### src/pkg/wwdt_pkg.sv
// Constants, offsets and types shared by the windowed watchdog block.
// Assumes an 8-bit register port with 20-bit addresses.
package wwdt_pkg;

  localparam int ADDR_W  = 20;
  localparam int DATA_W  = 8;
  localparam int COUNT_W = 17;
  localparam int STAT_W  = 2;

  // Register addresses
  localparam logic [19:0] SERVICE_KEY_ADDR = 20'hFFFAB;
  localparam logic [19:0] IRQ_STATUS_ADDR  = 20'hFFFA0;
  localparam logic [19:0] IRQ_MASK_ADDR    = 20'hFFFA1;
  localparam logic [19:0] RESET_CAUSE_ADDR = 20'hFFFA2;
  localparam logic [19:0] OPTION_VIEW_ADDR = 20'hFFFA3;

  // Service key and read-back values
  localparam logic [7:0] KEY_SERVICE   = 8'hAC;
  localparam logic [7:0] KEY_READ_RUN  = 8'h9A;
  localparam logic [7:0] KEY_READ_STOP = 8'h1A;

  // Option byte fields
  localparam int OPT_IRQ_EN_BIT = 7;
  localparam int OPT_WIN_HI_BIT = 6;
  localparam int OPT_WIN_LO_BIT = 5;
  localparam int OPT_RUN_BIT    = 4;
  localparam int OPT_OVF_HI_BIT = 3;
  localparam int OPT_OVF_LO_BIT = 1;
  localparam int OPT_STBY_BIT   = 0;

  // Window codes
  localparam logic [1:0] WIN_50  = 2'h1;
  localparam logic [1:0] WIN_75  = 2'h2;
  localparam logic [1:0] WIN_100 = 2'h3;

  // Reset cause and interrupt status layout
  localparam int RESET_CAUSE_REG_WDT_BIT   = 4;
  localparam int ST_INTERVAL    = 0;
  localparam int ST_WDT_TRIP    = 1;

  // Values after reset
  localparam logic [7:0]        OPT_RESET   = 8'h00;
  localparam logic [STAT_W-1:0] STAT_RESET  = 2'h0;
  localparam logic [STAT_W-1:0] MASK_RESET  = 2'h0;
  localparam logic [7:0]        RESET_CAUSE_REG_RESET  = 8'h00;
  localparam logic [COUNT_W-1:0] COUNT_RESET = 17'h00000;

  typedef enum logic [1:0] {
    ST_LOAD = 2'b00,
    ST_RUN  = 2'b01,
    ST_HOLD = 2'b10
  } wwdt_state_e;

endpackage

### src/design/wwdt_edge_sync.sv
// Three-stage synchroniser with rise and fall pulses for a slow pin clock.
// Assumes the pin toggles much slower than mclk.
`timescale 1ns/10ps
module wwdt_edge_sync (
  // Clock and reset
  input  wire logic mclk,
  input  wire logic srst,
  // Pin side
  input  wire logic pin_in,
  // Pulses on mclk
  output logic      rise,
  output logic      fall
);

  logic [2:0] sync;
  logic [2:0] next_sync;
  logic       level;
  logic       next_level;
  logic       next_rise;
  logic       next_fall;

  // Stage 0 is only read by stage 1; a change counts once stages 1 and 2 agree
  always_comb begin
    next_sync  = {sync[1:0], pin_in};
    next_level = level;
    next_rise  = 1'b0;
    next_fall  = 1'b0;
    if ((sync[1] == sync[2]) && (sync[2] != level)) begin
      next_level = sync[2];
      next_rise  = sync[2];
      next_fall  = ~sync[2];
    end
  end

  always_ff @(posedge mclk) begin
    if (srst) begin
      sync  <= 3'h0;
      level <= 1'b0;
      rise  <= 1'b0;
      fall  <= 1'b0;
    end else begin
      sync  <= next_sync;
      level <= next_level;
      rise  <= next_rise;
      fall  <= next_fall;
    end
  end

endmodule

### src/design/wwdt_top.sv
// Windowed watchdog timer counting slow-oscillator cycles, with its
// register port, reset-cause flag and interval interrupt.
// Assumes the option byte is stable at reset release and that
// standby_mode comes from mclk-domain power control logic.
`timescale 1ns/10ps

// Overview of operation
// (RQ1) Count only on slow oscillator edges
// (RQ2) Counter is seventeen bits wide
// (RQ3) Overflow without service raises internal reset
// (RQ4) Bit access to key raises reset
// (RQ5) Wrong key byte raises reset
// (RQ6) Key write in closed window resets
// (RQ7) Watchdog reset sets reset cause bit four
// (RQ8) Interval interrupt at 75 percent plus half
// (RQ9) Option bits seven, six, five configure
// (RQ10) Option bits four, three-one, zero configure
// (RQ11) Correct key clears counter, counting resumes
// (RQ12) Key register reads 1A or 9A
// (RQ13) Key reads never return written value
// (RQ14) Software sets run bit to enable counting; here the run bit is option byte bit four, caught at load and not writable
// (RQ15) Selector picks overflow length power of two
// (RQ16) Window open 50, 75 or 100 percent
// (RQ17) First service after reset ignores window
// (RQ18) Standby stops counter unless standby run
// (RQ19) Run bit clear holds counter at zero
module wwdt_top (
  // Clock and reset
  input  wire logic        mclk,
  input  wire logic        srst,
  // Slow oscillator pin
  input  wire logic        low_osc_clk,
  // Configuration and power state
  input  wire logic [7:0]  option_byte,
  input  wire logic        standby_mode,
  // Register port
  input  wire logic [19:0] reg_addr,
  input  wire logic [7:0]  reg_wdata,
  input  wire logic        reg_wr,
  input  wire logic        reg_rd,
  input  wire logic        reg_bit_op,
  output logic [7:0]       reg_rdata,
  // Results
  output logic             wdt_reset_req,
  output logic             irq
);

  wwdt_pkg::wwdt_state_e state;
  wwdt_pkg::wwdt_state_e next_state;

  logic [wwdt_pkg::COUNT_W-1:0] count;
  logic [wwdt_pkg::COUNT_W-1:0] next_count;
  logic [7:0]                   opt;
  logic [7:0]                   next_opt;
  logic                         first_done;
  logic                         next_first_done;
  logic                         next_reset_req;

  logic [wwdt_pkg::STAT_W-1:0]  status;
  logic [wwdt_pkg::STAT_W-1:0]  next_status;
  logic [wwdt_pkg::STAT_W-1:0]  mask;
  logic [wwdt_pkg::STAT_W-1:0]  next_mask;
  logic [7:0]                   reset_cause_reg;
  logic [7:0]                   next_reset_cause_reg;
  logic [7:0]                   next_rdata;
  logic                         next_irq;

  logic                         osc_rise;
  logic                         osc_fall;
  logic                         ev_interval;
  logic                         ev_trip;

  // Decoded option fields
  logic                         interval_irq_en;
  logic [1:0]                   open_period_sel;
  logic                         counter_run_en;
  logic [2:0]                   overflow_sel;
  logic                         standby_run_en;

  logic [wwdt_pkg::COUNT_W-1:0] top;
  logic [wwdt_pkg::COUNT_W-1:0] closed_len;
  logic [wwdt_pkg::COUNT_W-1:0] interval_pt;
  logic                         window_open;
  logic                         key_wr;
  logic                         key_bad;
  logic                         key_bit_err;
  logic                         key_data_err;
  logic                         key_window_err;
  logic                         stat_wr;
  logic                         mask_wr;

  // Overflow length in slow cycles for a selector code
  function automatic logic [wwdt_pkg::COUNT_W-1:0] ovf_len(input logic [2:0] sel);
    logic [wwdt_pkg::COUNT_W-1:0] one;
    one = 17'h00001;
    case (sel)
      3'h0:    ovf_len = one << 6;
      3'h1:    ovf_len = one << 7;
      3'h2:    ovf_len = one << 8;
      3'h3:    ovf_len = one << 9;
      3'h4:    ovf_len = one << 11;
      3'h5:    ovf_len = one << 13;
      3'h6:    ovf_len = one << 14;
      default: ovf_len = one << 16;
    endcase
  endfunction

  // Length of the closed part at the start of each period
  function automatic logic [wwdt_pkg::COUNT_W-1:0] closed_part(
    input logic [1:0]                   win,
    input logic [wwdt_pkg::COUNT_W-1:0] len
  );
    case (win)
      wwdt_pkg::WIN_50: closed_part = len >> 1;
      wwdt_pkg::WIN_75: closed_part = len >> 2;
      // Prohibited code behaves as fully open
      default:          closed_part = 17'h00000;
    endcase
  endfunction

  // Strobe qualified by an exact address match
  function automatic logic reg_hit(
    input logic        strobe,
    input logic [19:0] addr,
    input logic [19:0] target
  );
    reg_hit = strobe && (addr == target);
  endfunction

  wwdt_edge_sync i_wwdt_edge_sync (
    .mclk   (mclk),
    .srst   (srst),
    .pin_in (low_osc_clk),
    .rise   (osc_rise),
    .fall   (osc_fall)
  );

  always_comb begin
    interval_irq_en = opt[wwdt_pkg::OPT_IRQ_EN_BIT]; // RQ9
    open_period_sel = opt[wwdt_pkg::OPT_WIN_HI_BIT:wwdt_pkg::OPT_WIN_LO_BIT]; // RQ9
    counter_run_en  = opt[wwdt_pkg::OPT_RUN_BIT]; // RQ10
    overflow_sel    = opt[wwdt_pkg::OPT_OVF_HI_BIT:wwdt_pkg::OPT_OVF_LO_BIT]; // RQ10
    standby_run_en  = opt[wwdt_pkg::OPT_STBY_BIT]; // RQ10
    top             = ovf_len(overflow_sel); // RQ15
    closed_len      = closed_part(open_period_sel, top); // RQ16
    interval_pt     = top - (top >> 2);
    window_open     = (count >= closed_len); // RQ16
    key_wr          = reg_hit(reg_wr, reg_addr, wwdt_pkg::SERVICE_KEY_ADDR);
    stat_wr         = reg_hit(reg_wr, reg_addr, wwdt_pkg::IRQ_STATUS_ADDR);
    mask_wr         = reg_hit(reg_wr, reg_addr, wwdt_pkg::IRQ_MASK_ADDR);
    // Bit access and wrong data trip even while the counter is stopped
    key_bit_err     = reg_bit_op; // RQ4
    key_data_err    = (reg_wdata != wwdt_pkg::KEY_SERVICE); // RQ5
    // The window only binds once the first service after reset is done
    key_window_err  = first_done && !window_open; // RQ6 RQ17
    key_bad         = key_bit_err || key_data_err || key_window_err;
  end

  // Counter and sequencing
  always_comb begin
    next_state      = state;
    next_count      = count;
    next_opt        = opt;
    next_first_done = first_done;
    next_reset_req  = 1'b0;
    ev_interval     = 1'b0;
    ev_trip         = 1'b0;
    case (state)
      wwdt_pkg::ST_LOAD: begin
        // Option byte is caught one cycle after release, never under reset
        next_opt        = option_byte;
        next_count      = wwdt_pkg::COUNT_RESET;
        next_first_done = 1'b0;
        next_state      = wwdt_pkg::ST_RUN;
      end
      wwdt_pkg::ST_RUN: begin
        if (!counter_run_en) begin
          next_count = wwdt_pkg::COUNT_RESET; // RQ19
        end else if (standby_mode && !standby_run_en) begin
          next_state = wwdt_pkg::ST_HOLD; // RQ18
        end else begin
          if (osc_rise) begin // RQ1
            if (count == top - 17'h00001) begin
              ev_trip = 1'b1; // RQ3
            end else begin
              next_count = count + 17'h00001; // RQ2
            end
          end
          // Falling edge gives the extra half slow period
          if (osc_fall && interval_irq_en && (count == interval_pt)) begin
            ev_interval = 1'b1; // RQ8
          end
        end
      end
      wwdt_pkg::ST_HOLD: begin
        // Frozen in standby; cleared on wake so a whole period follows
        if (!standby_mode) begin
          next_count = wwdt_pkg::COUNT_RESET; // RQ18
          next_state = wwdt_pkg::ST_RUN;
        end
      end
      default: begin
        next_state = wwdt_pkg::ST_LOAD;
      end
    endcase

    // Service wins over an overflow in the same cycle
    if (key_wr && (state != wwdt_pkg::ST_LOAD)) begin
      if (key_bad) begin
        ev_trip = 1'b1; // RQ4 RQ5 RQ6
      end else begin
        ev_trip         = 1'b0;
        next_count      = wwdt_pkg::COUNT_RESET; // RQ11
        next_first_done = 1'b1; // RQ17
      end
    end

    // A trip restarts the counter through ST_LOAD; status and reset cause only gain their trip bits, mask keeps its value
    if (ev_trip) begin
      next_reset_req = 1'b1; // RQ3
      next_count     = wwdt_pkg::COUNT_RESET;
      next_state     = wwdt_pkg::ST_LOAD;
    end
  end

  always_ff @(posedge mclk) begin
    if (srst) begin
      state         <= wwdt_pkg::ST_LOAD;
      count         <= wwdt_pkg::COUNT_RESET;
      opt           <= wwdt_pkg::OPT_RESET;
      first_done    <= 1'b0;
      wdt_reset_req <= 1'b0;
    end else begin
      state         <= next_state;
      count         <= next_count;
      opt           <= next_opt;
      first_done    <= next_first_done;
      wdt_reset_req <= next_reset_req;
    end
  end

  // Status, mask, reset cause and read port
  always_comb begin
    next_status = status;
    next_mask   = mask;
    next_reset_cause_reg   = reset_cause_reg;
    next_rdata  = 8'h00;
    // Mask and status share one layout: bit 0 interval, bit 1 trip
    if (stat_wr) begin
      next_status = status & ~reg_wdata[wwdt_pkg::STAT_W-1:0];
    end
    if (mask_wr) begin
      next_mask = reg_wdata[wwdt_pkg::STAT_W-1:0];
    end
    if (reg_rd) begin
      case (reg_addr)
        wwdt_pkg::SERVICE_KEY_ADDR: begin
          next_rdata = counter_run_en ? wwdt_pkg::KEY_READ_RUN
                                      : wwdt_pkg::KEY_READ_STOP; // RQ12 RQ13
        end
        wwdt_pkg::IRQ_STATUS_ADDR: begin
          next_rdata = {6'h00, status};
        end
        wwdt_pkg::IRQ_MASK_ADDR: begin
          next_rdata = {6'h00, mask};
        end
        wwdt_pkg::RESET_CAUSE_ADDR: begin
          next_rdata = reset_cause_reg;
          // Cause flag clears on read so the next boot sees fresh state
          next_reset_cause_reg  = wwdt_pkg::RESET_CAUSE_REG_RESET;
        end
        wwdt_pkg::OPTION_VIEW_ADDR: begin
          next_rdata = opt;
        end
        default: begin
          next_rdata = 8'h00;
        end
      endcase
    end
    // Hardware set wins over a clear in the same cycle
    if (ev_interval) begin
      next_status[wwdt_pkg::ST_INTERVAL] = 1'b1; // RQ8
    end
    if (ev_trip) begin
      next_status[wwdt_pkg::ST_WDT_TRIP] = 1'b1;
      next_reset_cause_reg[wwdt_pkg::RESET_CAUSE_REG_WDT_BIT]  = 1'b1; // RQ7
    end
    next_irq = |(next_status & next_mask);
  end

  always_ff @(posedge mclk) begin
    if (srst) begin
      status    <= wwdt_pkg::STAT_RESET;
      mask      <= wwdt_pkg::MASK_RESET;
      reset_cause_reg      <= wwdt_pkg::RESET_CAUSE_REG_RESET;
      reg_rdata <= 8'h00;
      irq       <= 1'b0;
    end else begin
      status    <= next_status;
      mask      <= next_mask;
      reset_cause_reg      <= next_reset_cause_reg;
      reg_rdata <= next_rdata;
      irq       <= next_irq;
    end
  end

endmodule

### config.mk
export PLATFORM = sky130hd
export DESIGN_NAME = wwdt_top
export DESIGN_NICKNAME = d
export VERILOG_FILES = /design/src/pkg/wwdt_pkg.sv /design/src/design/wwdt_edge_sync.sv /design/src/design/wwdt_top.sv
export SDC_FILE = /design/constraint.sdc
export NUM_CORES = 1
export LEC_CHECK = 0
export BUFFER_PORTS_ARGS = -buffer_cell sky130_fd_sc_hd__buf_4
export CAP_MARGIN = 40
export CORE_AREA = 2 2 87 89
export CTS_CLUSTER_SIZE = 30
export DETAILED_ROUTE_END_ITERATION = 10
export DIE_AREA = 0 0 89 91
export HOLD_SLACK_MARGIN = 0.06
export PLACE_DENSITY = 0.87
export SYNTH_ARGS = -nofsm -noshare
export SYNTH_HDL_FRONTEND = slang
export SYNTH_HIERARCHICAL = 1
export SYNTH_SLANG_ARGS = --single-unit
### constraint.sdc
create_clock -name mclk -period 3.8 [get_ports mclk]
set_input_delay 0.57 -clock mclk [delete_from_list [all_inputs] [get_ports mclk]]
set_output_delay 0.57 -clock mclk [all_outputs]
set_load 0.01 [all_outputs]
==> results.json <==
{
  "crit_family": "compound AO/OA/AOI/OAI gates",
  "grt_max_degree": 27,
  "num_antenna_cells": 0,
  "dp_slack_ns": 0.252,
  "synth_fp_nets": 567,
  "synthSimpleGateAreaFrac_pct": 30.7,
  "cts_tree": "built",
  "grt_use_total_pct": 26.6,
  "postRouteAntennaNets": 0,
  "leakage_uw": 0.00160,
  "cp_max_fo": 26,
  "hold_path_class": "flop to flop",
  "via_count": 4005,
  "synthCells": 498,
  "fmax_mhz": 277,
  "r2r_cells": 13,
  "endpoint_kind": "flop",
  "drt_wl_total_mm": 10.9,
  "fin_ws_ns": 0.185,
  "drt_iter0_drc": 386,
  "cts-root-buf": "clkbuf_8",
  "fin_crit_sh_pct": 95.1,
  "fin_skew_ns": 0.00860,
  "grt_first_pass_wirelength_mm": 17.1,
  "synthAdderAreaFrac_pct": 8.54,
  "overflow": 0,
  "postCtsHoldBufs": 0,
  "synth-xor-area-share_pct": 3.45,
  "largest_reg_flops": 17,
  "fp.dieW_um": 89,
  "cts_buffers": 5,
  "ios": 53,
  "cp_data_required_time_ns": 4.06,
  "area_delta_synth_final_pct": 14.5,
  "die_h_um": 91,
  "top_regs": "count x17, opt x8, reg_rdata x8",
  "cp.depth": 13,
  "synth.avg_cell_area_um2": 7.65,
  "synthMuxAreaShare_pct": 2.14,
  "path_cells": "nor2b_1 -> and2_1 -> inv_1 -> ha_1 -> xnor2_1 -> or4_1 -> a31oi_1 -> o221ai_2 -> o311ai_4 -> buf_4 -> nor3_2 -> a2111oi_4 -> a21o_1",
  "synth-main-ff-cell": "dfxtp_1",
  "slowest_stage": "dfxtp_1",
  "finalNetCount": 607,
  "ctsLongestPathBuffers": 2,
  "fin_util_pct": 61.1,
  "worstPathArrival_ns": 3.88,
  "synth_compound_area_share_pct": 22.7,
  "final-hold-violation-count": 0,
  "io_buffer_count": 52,
  "synth.distinct_cells": 65,
  "drive_above_1_share_pct": 16.7,
  "gp_congestion": 0.950,
  "holdPathStages": 1,
  "clk_pin_slew_ns": 0.10,
  "cp-start-kind": "flop",
  "synth_edf_count": 0,
  "netlist_area_um2": 3810,
  "clk_latency_ns": 0.31,
  "tightest_slew_ns": 0.890,
  "slowest_delay_ns": 0.52,
  "cap_violations": 0,
  "regMostFlops": "count",
  "die_area_um2": 8100,
  "synth_top_family_by_area": "simple AND/OR/NAND/NOR gates",
  "finalSetupViolCount": 0,
  "initial_core_util_pct": 53.4,
  "crit_buf_inv": 2,
  "power_density_nw_per_um2": 274,
  "critPathKind": "flop to flop",
  "dp_hpwl_mm": 8.24,
  "fillers": 648,
  "grt_pass1_vias": 3585,
  "ys_warn_count": 6,
  "clock_sinks": 49,
  "antenna_found_initial": 0,
  "drv_slew": 0,
  "min_period_ns": 3.62,
  "tns_ns": 0,
  "ir_drop_v": 0.000240,
  "drc": 0,
  "status": "complete, no violations",
  "relSlewSlack_pct": 40.0,
  "core_um2": 7140,
  "whs_ns": 0.454,
  "viasPerCell": 6.28,
  "async_flop_share_pct": 0,
  "rsz0062_at_grt": "false",
  "synth_seq_cells": 49,
  "ys_seq_area_share_pct": 25.8,
  "total_power_uw": 1190,
  "htree_levels": 2,
  "dr.pass1.iters": 6,
  "placement_rows": 31,
  "routedWlPerCell_um": 17.1
}
## synthesized netlist by cell type (3+ instances only)
cell type   n  share of area (%)
dfxtp_1    49                 26
nand2_1    49                4.8
nor2_1     42                4.1
a21oi_1    38                5.0
nor3_1     28                3.7
ha_1       26                8.5
inv_1      25                2.5
o21ai_0    23                3.0
nand3_1    14                1.8
clkbuf_1   12                1.2
xnor2_1    12                2.8
buf_2      11                1.4
nand2b_1    9                1.5
nand4_1     9                1.5
nor4_1      9                1.5
or4_1       8                1.6
and3_1      7                1.1
mux2i_1     7                1.8
o21a_1      7                1.4
or2_2       7                1.1
or3_1       7                1.1
a31oi_1     6               0.99
nor2b_1     6               0.99
a211oi_1    5               0.99
a21o_1      5               0.99
a22oi_1     5               0.99
and2_1      4               0.66
buf_6       4                1.2
o22ai_1     4               0.66
and3b_1     3               0.69
nor4b_1     3               0.69
o211ai_1    3               0.59
o31a_1      3               0.69
xor2_1      3               0.69
## stage by stage
step	instances	cell area (µm²)
CTS	638	4360
floorplan	498	3810
global placement	630	4240
global route	638	4360
finish	638	4360
detailed placement	630	4240
## report_power, final
part,internal [µW],switching [µW]
logic,119,149
registers,521,10.8
clock network,202,193
total,842,353
## final timing paths
| kind | start | endpoint | slack (ns) |
|---|---|---|---|
| setup / recovery | opt[1] | count[15] | 0.18 |
| hold / removal | i_wwdt_edge_sync/sync[0] | i_wwdt_edge_sync/sync[1] | 0.45 |
| setup reg to reg | opt[1] | count[15] | 0.18 |
| hold reg to reg | i_wwdt_edge_sync/sync[0] | i_wwdt_edge_sync/sync[1] | 0.45 |
## metal layers
metal / vias to the layer above / GRT usage (%) / share of wire [%]
li1: 1902 / - / -
met1: 1848 / 36.1 / 41
met2: 216 / 42.9 / 47
met3: 39 / 3.91 / 8.7
met4: 0 / 8.58 / 3.2
met5: - / 0 / 0
## area by class of cell
cell class	count	area, µm²	area share, %
multi-input cells	395	2580	59.1
well taps	99	124	2.84
inverters	25	93.8	2.15
flip-flops and latches	49	981	22.5
clock inverters	3	50.0	1.15
repair buffers	62	465	10.7
clock buffers	5	68.8	1.58
## repair_timing
item                                    CTS  global route
endpoints found under the hold margin     0             0
endpoints found under the setup margin    0            10
resized for setup                         0             1
buffers inserted                          0             0
## kinds of logic after synthesis
group	after synthesis
simple gates	220
compound gates	126
buf+inv	54
flops	49
fa+ha+maj	26
xor+xnor	15
mux	8
## placed cells by master, fill, tap and decap left out, drive strengths merged, types with 8 or more instances in the layout
cell type	count
nor4	9
buf	62
xnor2	12
nand3	14
nor2	42
nor3	30
a21oi	38
nand4	9
nand2b	9
nand2	49
inv	26
o21ai	25
or4	8
ha	26
dfxtp	49
Power figures use the tool's default switching activity.
